File: src/verilog/dmrb_pkg.sv
// Package of addresses, field layouts and reset values for the DRAM mode register bank
package dmrb_pkg;

    // ==========================================================
    // Mode register addresses
    localparam logic [5:0] DMRB_ADDR_MAKER = 6'h05;
    localparam logic [5:0] DMRB_ADDR_REV_ONE = 6'h06;
    localparam logic [5:0] DMRB_ADDR_REV_TWO = 6'h07;
    localparam logic [5:0] DMRB_ADDR_DIE_CFG = 6'h08;
    localparam logic [5:0] DMRB_ADDR_VENDOR_TEST = 6'h09;
    localparam logic [5:0] DMRB_ADDR_IMP_RESET = 6'h0A;
    localparam logic [5:0] DMRB_ADDR_TERM = 6'h0B;

    // ==========================================================
    // Die configuration field layout and fixed codes
    localparam int DMRB_CFG_TYPE_LSB = 0;
    localparam int DMRB_CFG_DENS_LSB = 2;
    localparam int DMRB_CFG_WIDTH_LSB = 6;
    localparam logic [1:0] DMRB_TYPE_SIXTEEN_PREFETCH = 2'h0;
    localparam logic [1:0] DMRB_WIDTH_X16 = 2'h0;
    localparam logic [3:0] DMRB_DENS_MAX = 4'h6;

    // ==========================================================
    // Impedance reset and termination field layout
    localparam int DMRB_IMP_DEFAULT_BIT = 0;
    localparam int DMRB_TERM_DATA_LSB = 0;
    localparam int DMRB_TERM_CA_LSB = 4;
    localparam int DMRB_TERM_NT_LO_BIT = 3;
    localparam int DMRB_TERM_NT_HI_BIT = 7;
    localparam logic [2:0] DMRB_TERM_RESERVED = 3'h7;
    localparam logic [2:0] DMRB_TERM_OFF = 3'h0;
    localparam logic [1:0] DMRB_NT_OFF = 2'h0;

    // ==========================================================
    // Reset values
    localparam logic [7:0] DMRB_TERM_RESET = 8'h00;
    localparam logic DMRB_IMP_DEFAULT_RESET = 1'b0;
    localparam logic [7:0] DMRB_VENDOR_TEST_LEGAL = 8'h00;
    localparam logic [7:0] DMRB_READ_ZERO = 8'h00;
    localparam int DMRB_SET_POINTS = 2;

endpackage

File: src/verilog/dmrb_term_bank.sv
// Two set-point copies of the termination word with select-based write access
`timescale 1ns/1ps

module dmrb_term_bank
    import dmrb_pkg::*;
(
    input wire logic clk_sys, // System clock
    input wire logic rst_n, // Synchronised reset, active low
    input wire logic wr_en, // Write strobe for the selected copy
    input wire logic wr_sel, // Copy chosen for writes and reads
    input wire logic [7:0] wr_data, // Word to store
    input wire logic op_sel, // Copy the device operates from
    output logic [7:0] sel_word, // Copy chosen by the write select
    output logic [7:0] op_word // Copy chosen by the operating select
);

    // ==========================================================
    // State
    typedef struct packed {
        logic [DMRB_SET_POINTS-1:0][7:0] copy;
    } dmrb_bank_t;

    dmrb_bank_t st_q;
    dmrb_bank_t st_d;

    // Only the copy named by the write select changes; the other is untouched
    always_comb
    begin
        st_d = st_q;
        for (int i = 0; i < DMRB_SET_POINTS; i++)
        begin
            if (wr_en && (wr_sel == i[0]))
            begin
                st_d.copy[i] = wr_data;
            end
        end
    end

    // Both copies come out of reset with every termination off
    always_ff @(posedge clk_sys or negedge rst_n)
    begin
        if (!rst_n)
        begin
            st_q <= {DMRB_SET_POINTS{DMRB_TERM_RESET}};
        end
        else
        begin
            st_q <= st_d;
        end
    end

    // Read and operating views
    assign sel_word = st_q.copy[wr_sel];
    assign op_word = st_q.copy[op_sel];

endmodule // dmrb_term_bank

File: src/verilog/dmrb_regs.sv
// Mode register bank for identification, impedance reset and termination settings
// Operation
// - Address 05h reads an eight-bit read-only maker identification code.
// - Address 06h reads an eight-bit read-only first revision code.
// - Address 07h reads an eight-bit read-only second revision code.
// - Configuration register 08h, bits 1:0 read 00 for sixteen-word prefetch type.
// - Configuration bits 5:2 give die density, codes 0000 to 0110 valid.
// - Configuration bits 7:6 read 00, meaning sixteen data bits per channel.
// - Register 0Ah bit 0 selects default calibration; zero after reset.
// - Grounded calibration pin forces default calibration and ignores calibration commands.
// - Register 0Bh bits 2:0 set data receiver termination; 111 reserved.
// - Register 0Bh bits 6:4 set command/address termination, same encoding.
// - All termination fields reset to off.
// - Bits 7 and 3 form optional non-target data termination setting.
// - Termination writes and reads touch only the write-select copy.
// - Device operates from the operating-select copy only.
// - Reads drive eight operand bits on data lines, unused bits zero.
`timescale 1ns/1ps

module dmrb_regs
    import dmrb_pkg::*;
#(
    parameter logic [7:0] MAKER_CODE = 8'hA5, // Arbitrary value
    parameter logic [7:0] REVISION_ONE = 8'h3C, // Arbitrary value
    parameter logic [7:0] REVISION_TWO = 8'h5A, // Arbitrary value
    parameter logic [3:0] DENSITY_CODE = 4'h2, // Die capacity code
    parameter bit NONTARGET_EN = 1'b1 // Non-target termination fitted
)
(
    input wire logic clk_sys, // System clock, 10 MHz
    input wire logic resetn, // Asynchronous reset, active low
    input wire logic mrw_valid, // Mode register write command
    input wire logic mrr_valid, // Mode register read command
    input wire logic [5:0] mr_addr, // Mode register address
    input wire logic [7:0] mr_wdata, // Write operand
    input wire logic write_set_point_select, // Set point for access
    input wire logic operating_set_point_select, // Set point in use
    input wire logic zq_pin_grounded, // Calibration pin tied to ground
    input wire logic zq_cal_cmd, // Calibration command pulse
    output logic rd_valid, // Read data valid pulse
    output logic [7:0] rd_data, // Read data on lines 7..0
    output logic [2:0] data_rx_termination, // Active data termination
    output logic [2:0] cmd_addr_rx_termination, // Active CA termination
    output logic [1:0] nontarget_data_termination, // Active non-target setting
    output logic impedance_default_apply, // Use default calibration
    output logic zq_cal_start, // Accepted calibration pulse
    output logic vendor_test_bad // Sticky: illegal test write seen
);

    // ==========================================================
    // Reset release
    // Two stages so the release edge never meets a flop mid-cycle
    logic [1:0] rst_sync_q;
    logic rst_n;

    always_ff @(posedge clk_sys or negedge resetn)
    begin
        if (!resetn)
        begin
            rst_sync_q <= 2'h0;
        end
        else
        begin
            rst_sync_q <= {rst_sync_q[0], 1'b1};
        end
    end

    assign rst_n = rst_sync_q[1];

    // ==========================================================
    // Decoding helpers
    // Die configuration word assembled from its three fields
    function automatic logic [7:0] cfg_word(input logic [3:0] dens);
        logic [7:0] w;
        w = DMRB_READ_ZERO;
        w[DMRB_CFG_TYPE_LSB +: 2] = DMRB_TYPE_SIXTEEN_PREFETCH;
        w[DMRB_CFG_DENS_LSB +: 4] = dens;
        w[DMRB_CFG_WIDTH_LSB +: 2] = DMRB_WIDTH_X16;
        return w;
    endfunction

    // Termination word as stored, with the optional bits dropped when absent
    function automatic logic [7:0] term_mask(input logic [7:0] w);
        logic [7:0] m;
        m = w;
        if (!NONTARGET_EN)
        begin
            m[DMRB_TERM_NT_HI_BIT] = 1'b0;
            m[DMRB_TERM_NT_LO_BIT] = 1'b0;
        end
        return m;
    endfunction

    // A density code above the top step is reserved; fall back to zero
    localparam logic [3:0] DENS_USED = (DENSITY_CODE > DMRB_DENS_MAX) ? 4'h0 : DENSITY_CODE;

    // ==========================================================
    // Termination storage
    logic term_wr;
    logic [7:0] term_sel_word;
    logic [7:0] term_op_word;

    // Write to the termination address only
    assign term_wr = mrw_valid && (mr_addr == DMRB_ADDR_TERM);

    dmrb_term_bank u_term_bank (
        .clk_sys(clk_sys),
        .rst_n(rst_n),
        .wr_en(term_wr),
        .wr_sel(write_set_point_select),
        .wr_data(term_mask(mr_wdata)),
        .op_sel(operating_set_point_select),
        .sel_word(term_sel_word),
        .op_word(term_op_word)
    );

    // ==========================================================
    // State
    typedef struct packed {
        logic rd_valid;
        logic [7:0] rd_data;
        logic [2:0] data_term;
        logic [2:0] ca_term;
        logic [1:0] nt_term;
        logic imp_default;
        logic imp_apply;
        logic zq_start;
        logic test_bad;
    } dmrb_state_t;

    dmrb_state_t st_q;
    dmrb_state_t st_d;

    // ==========================================================
    // Next-state logic
    always_comb
    begin
        st_d = st_q;
        st_d.rd_valid = 1'b0;
        st_d.zq_start = 1'b0;

        // Impedance reset control: only bit 0 is kept, the rest is reserved
        if (mrw_valid && (mr_addr == DMRB_ADDR_IMP_RESET))
        begin
            st_d.imp_default = mr_wdata[DMRB_IMP_DEFAULT_BIT];
        end

        // Flag any test-register write other than zero; the write itself is dropped
        if (mrw_valid && (mr_addr == DMRB_ADDR_VENDOR_TEST) && (mr_wdata != DMRB_VENDOR_TEST_LEGAL))
        begin
            st_d.test_bad = 1'b1;
        end

        // Identification and configuration have no storage, so writes there
        // fall through without effect

        // Grounded pin overrides the control bit and swallows calibration
        st_d.imp_apply = st_d.imp_default || zq_pin_grounded;
        st_d.zq_start = zq_cal_cmd && !zq_pin_grounded;

        // Operating copy fields drive the receivers
        st_d.data_term = term_op_word[DMRB_TERM_DATA_LSB +: 3];
        st_d.ca_term = term_op_word[DMRB_TERM_CA_LSB +: 3];
        st_d.nt_term = {term_op_word[DMRB_TERM_NT_HI_BIT], term_op_word[DMRB_TERM_NT_LO_BIT]};

        // Reserved receiver code is held but the receiver stays off
        if (st_d.data_term == DMRB_TERM_RESERVED)
        begin
            st_d.data_term = DMRB_TERM_OFF;
        end
        if (st_d.ca_term == DMRB_TERM_RESERVED)
        begin
            st_d.ca_term = DMRB_TERM_OFF;
        end

        // Read answer; a write in the same cycle wins and the read is dropped
        if (mrr_valid && !mrw_valid)
        begin
            st_d.rd_valid = 1'b1;
            unique case (mr_addr)
                DMRB_ADDR_MAKER:
                begin
                    st_d.rd_data = MAKER_CODE;
                end
                DMRB_ADDR_REV_ONE:
                begin
                    st_d.rd_data = REVISION_ONE;
                end
                DMRB_ADDR_REV_TWO:
                begin
                    st_d.rd_data = REVISION_TWO;
                end
                DMRB_ADDR_DIE_CFG:
                begin
                    st_d.rd_data = cfg_word(DENS_USED);
                end
                DMRB_ADDR_TERM:
                begin
                    st_d.rd_data = term_sel_word;
                end
                default:
                begin
                    // Write-only, test and unmapped addresses read as zero
                    st_d.rd_data = DMRB_READ_ZERO;
                end
            endcase
        end
    end

    // ==========================================================
    // State register
    always_ff @(posedge clk_sys or negedge rst_n)
    begin
        if (!rst_n)
        begin
            st_q.rd_valid <= 1'b0;
            st_q.rd_data <= DMRB_READ_ZERO;
            st_q.data_term <= DMRB_TERM_OFF;
            st_q.ca_term <= DMRB_TERM_OFF;
            st_q.nt_term <= DMRB_NT_OFF;
            st_q.imp_default <= DMRB_IMP_DEFAULT_RESET;
            st_q.imp_apply <= DMRB_IMP_DEFAULT_RESET;
            st_q.zq_start <= 1'b0;
            st_q.test_bad <= 1'b0;
        end
        else
        begin
            st_q <= st_d;
        end
    end

    // ==========================================================
    // Outputs, each straight from a flop
    assign rd_valid = st_q.rd_valid;
    assign rd_data = st_q.rd_data;
    assign data_rx_termination = st_q.data_term;
    assign cmd_addr_rx_termination = st_q.ca_term;
    assign nontarget_data_termination = st_q.nt_term;
    assign impedance_default_apply = st_q.imp_apply;
    assign zq_cal_start = st_q.zq_start;
    assign vendor_test_bad = st_q.test_bad;

endmodule // dmrb_regs

File: config.mk
export PLATFORM = sky130hd
export DESIGN_NAME = dmrb_regs
export DESIGN_NICKNAME = d
export VERILOG_FILES = /design/src/verilog/dmrb_pkg.sv /design/src/verilog/dmrb_term_bank.sv /design/src/verilog/dmrb_regs.sv
export SDC_FILE = /design/constraint.sdc
export NUM_CORES = 1
export LEC_CHECK = 0
export BUFFER_PORTS_ARGS = -buffer_cell sky130_fd_sc_hd__buf_2
export CORE_ASPECT_RATIO = 1.1
export CORE_MARGIN = 1
export CORE_UTILIZATION = 57
export CTS_CLUSTER_SIZE = 30
export DETAILED_ROUTE_END_ITERATION = 10
export MAX_ROUTING_LAYER = met4
export PLACE_DENSITY_LB_ADDON = 0.12
export REMOVE_ABC_BUFFERS = 1
export SLEW_MARGIN = 40
export SYNTH_ARGS = -nofsm -noshare
export SYNTH_HDL_FRONTEND = slang
export SYNTH_SLANG_ARGS = --single-unit
File: constraint.sdc
create_clock -name clk_sys -period 3.47 [get_ports clk_sys]
set_input_delay 0.1735 -clock clk_sys [delete_from_list [all_inputs] [get_ports clk_sys]]
set_output_delay 0.1735 -clock clk_sys [all_outputs]
set_load 0.005 [all_outputs]
Yosys cells after proc, flatten, opt, wreduce, memory -nomap -nowiden --
Index checks and enable logic that the tools add are counted.
Storage, ports and cells: bits in registers 39, input port bits 22, output and inout bits 20
Cells by class: order comparisons 2, equal/unequal tests 9, mux-type cells 9, bitwise logic cells 1, reductions and logical operators 12
Operator list (count):
- 8-bit one-hot mux with 5 select lines | 1
- 8-bit 2-to-1 mux | 4
- 6-bit by 4-bit equality test with 1-bit output, second input constant | 4
- 6-bit by 3-bit equality test with 1-bit output, second input constant | 3
- 9-bit 2-to-1 mux | 1
- 1-bit logical AND | 8
- 8-bit nonzero test | 1
- 3-bit equality test, second input constant | 2
- 3-bit 2-to-1 mux | 2
- 1-bit by 2-bit < comparator with 1-bit output, second input constant | 2
- 1-bit logical NOT | 2
- 1-bit logical OR | 1
- 1-bit 2-to-1 mux | 1
- 1-bit inverter | 1

Depth between registers and ports, before layout --
word-level depth 4, mapped depth 6

Cells and area by module --
A second synthesis with hierarchy kept.
Second synthesis, totals: cell total of the unflattened synthesis 152, area total of the unflattened synthesis 1919.3 µm²
Modules (own cells, without submodules):
- dmrb_regs | times used 1, cells an instance 99, area each 1077.3 µm², sequential area each 575.6 µm²
- dmrb_term_bank | times used 1, cells an instance 53, area each 842.1 µm², sequential area each 400.4 µm²

Worst setup path before layout --
No wires, ideal clock.
kind input-to-reg, start input mr_addr[5], end register u_term_bank.st_q[0] in the netlist's numbering, library setup time 125 ps, arrival 1296 ps, setup slack 2049 ps, cell stages on the path 4, path buffers 0, path through nor2_1 > and3_2 > nor3b_4 > mux2_2
Between the ends: cells in the longest elaborated chain, start to end 3
Ends and longest elaborated chain:
- from (decl) | line dmrb_regs.sv:34 | input wire logic [5:0] mr_addr,
- 6-bit by 4-bit equality test with 1-bit output | line dmrb_regs.sv:104 | assign term_wr = mrw_valid && (mr_addr == DMRB_ADDR_TERM);
- 1-bit logical AND | line dmrb_regs.sv:104
- 1-bit logical AND | line dmrb_term_bank.sv:32 | if (wr_en && (wr_sel == i[0]))
- to (signal assigned) | line dmrb_term_bank.sv:44 | st_q <= {DMRB_SET_POINTS{DMRB_TERM_RESET}};
- to (signal assigned) | line dmrb_term_bank.sv:48 | st_q <= st_d;
- to (decl) | line dmrb_term_bank.sv:23 | dmrb_bank_t st_q;
No other way between the ends. A chain may end at the register's enable or synchronous reset.

Worst setup path after layout --
start input mr_addr[5], end register u_term_bank.st_q[4] in the netlist's numbering
The elaborated chain is that of the path after synthesis.

==> flow_metrics.tcl <==
set metrics [dict create \
    synth_cell_types 33 \
    fp.dieW_um 56.84 \
    drtAntennaViolNets 0 \
    grt_pass1_wl_um 5816 \
    num_io_pins 42 \
    wirelength_um 3432 \
    drive_gt1_frac 0.3906 \
    place_ws_ns 1.764 \
    dr.first_iter.drc_count 40 \
    critical_path_class "in2reg" \
    overflow 0 \
    power_density_nw_per_um2 407.6 \
    htreeDepth 2 \
    syn_to_final_growth_pct 9.489 \
    yosysMostFrequentCell "dfrtp_1" \
    finalSetupViolations 0 \
    synthCells 162 \
    cts.sinks 39 \
    finalNonFillerCells 226 \
    cts_resized 0 \
    worstSetupEndpointType "flip-flop" \
    startpoint_type "primary input" \
    setup-tns-final_ns 0 \
    hp-class "in2reg" \
    dr.pass1.iters 9 \
    period_share 0.3939 \
    rows 21 \
    cts_hold_buf 2 \
    portBuffers 41 \
    grt_pass1_vias 1248 \
    critical_path_arrival_ns 1.60 \
    hold_viol 0 \
    gp_congestion 0.8609 \
    ctsLongestPathBuffers 2 \
    die_y_um 62.32 \
    antenna_found_initial 0 \
    root_buffer "clkbuf_4" \
    avgSynthCellArea_um2 11.64 \
    clock_skew_ns 0.006696 \
    viasPerCell 5.686 \
    fin_crit_ns 1.367 \
    rsz0062_at_grt "no" \
    num_vias 1285 \
    crit_chain "buf_2 -> nor2_1 -> and3_2 -> nor3b_4 -> mux2_2" \
    grt_max_degree 38 \
    synth_top_area_share 0.5176 \
    core_region_area_um2 3100 \
    n_fill_cell 255 \
    clock_latency_ns 0.34 \
    cpPeakStageDelay_ns 0.42 \
    synth_seq_cells 39 \
    synthTopCellsByArea "dfrtp_1 52%, mux2_2 13%, buf_4 6.8%" \
    synth_seq_area_share 0.5176 \
    worst_slack_ns 2.103 \
    dpl.hpwl_um 2583 \
    ys.flop_type "dfrtp_1" \
    slew_violations 0 \
    syn_area_um2 1886 \
    ir_drop_uv 214.7 \
    synthArstFlopShare 1.000 \
    clk_pin_slew_ns 0.10 \
    start_util 0.6082 \
    post_cts_buffers 0 \
    drc_errors 6 \
    yosys_warnings 0 \
    cts_buffers 5 \
    place_inst 217 \
    netlist_top_cells_count "39 x dfrtp_1, 21 x mux2_2, 20 x nand2_1, 17 x buf_4" \
    clock.fmax_mhz 731.5 \
    final_core_util 0.6659 \
    dieArea_um2 3542 \
    p_total_uw 841.5 \
    wl_per_cell_um 15.19 \
    cp.required_ns 3.70 \
    grtUsageTotal 0.2232 \
    cap_viol_max_count 0 \
    p_leak_uw 0.001062 \
    crit_slowest_cell "nor3b_4" \
    final_nets 214 \
    synth_area_leader_cell "dfrtp_1" \
    synth_enable_flop_cells 0 \
    crit_fanout 8 \
    cts_tree "built" \
    status "finished, violations left" \
    violations "design-rule violations" \
    num_antenna_cells 0 \
]
[final cells by class]
cell class	count	area [um2]	area share
Sequential cell	39	975.9	0.4727
Multi-Input combinational cell	101	753.2	0.3648
Timing Repair Buffer	44	232.7	0.1127
Clock buffer	6	51.30	0.02485
Tap cell	34	42.54	0.02061
Clock inverter	1	5.005	0.002424
Inverter	1	3.754	0.001818
[power breakdown]
| part | leakage (uW) | switching [uW] | internal (uW) |
|---|---|---|---|
| logic | 0.000503 | 53.4 | 50.8 |
| registers | 0.000525 | 22.6 | 485 |
| clock network | 0.0000341 | 136 | 93.9 |
| total | 0.00106 | 212 | 630 |
[flip-flops by register name, summed over array words and instances (netlist names)]
| register | flops |
|---|---|
| vendor_test_bad | 1 |
| nontarget_data_termination | 2 |
| u_term_bank.st_q | 16 |
| data_rx_termination | 3 |
| rd_data | 8 |
| rst_sync_q | 2 |
| zq_cal_start | 1 |
| st_q | 1 |
| rd_valid | 1 |
| impedance_default_apply | 1 |
| cmd_addr_rx_termination | 3 |
[routing by layer]
metal,vias to the layer above,wire [um],global-route usage
li1,620,-,-
met1,609,1454,0.2713
met2,45,1692,0.3497
met3,11,196,0.06667
met4,0,89,0.08841
met5,-,0,-
[critical path, delay by kind of cell]
family        cells  cell delay [ns]
simple gates      3             0.92
mux               1             0.39
buf+inv           1             0.11
[placed cells by master (no fill, tap or decap), types with 2 or more instances in the layout]
master,Yosys,final
nand3_1,6,6
dlygate4sd3_1,0,2
o21ai_0,8,8
buf_2,2,41
nand2b_1,3,3
nor4_1,2,2
mux2i_1,8,8
clkbuf_4,0,5
mux2_2,21,21
a22o_1,6,6
dfrtp_1,39,39
nand3b_1,2,2
nor2b_1,2,2
a21o_1,2,2
nand4_1,3,3
nand2_1,20,20
o22ai_1,4,4
[cell families (layout without fill, tap and decap cells)]
group	count (synthesis)	count (layout)	synth area share
AOI/OAI and AO/OA	23	23	0.08228
buffers and inverters	22	52	0.08294
DFF	39	39	0.5176
and+or+nand+nor	48	48	0.1473
muxes	29	29	0.1679
other	1	1	0.001989
[path summary, 6_finish.rpt]
kind	startpoint	endpoint	slack (ns)	cells after the start
max in group asynchronous	rst_sync_q[1]	vendor_test_bad	2.87	1
setup reg to reg	u_term_bank.st_q[15]	rd_data[7]	2.34	3
min in group asynchronous	resetn	rst_sync_q[0]	0.13	2
hold reg to reg	rst_sync_q[1]	nontarget_data_termination[0]	0.28	1
hold / removal	zq_cal_cmd	zq_cal_start	0.05	2
setup / recovery	mr_addr[5]	u_term_bank.st_q[4]	2.10	5
[metrics by stage]
step	cell area (um2)	hold slack, ns
3_5_place_dp	1988	-0.04123
2_1_floorplan	1733	-0.1221
4_1_cts	2064	0.04184
6_report	2064	0.05436
3_3_place_gp	1988	-0.04178
5_1_grt	2064	0.05463
Power figures use the tool's default switching activity.
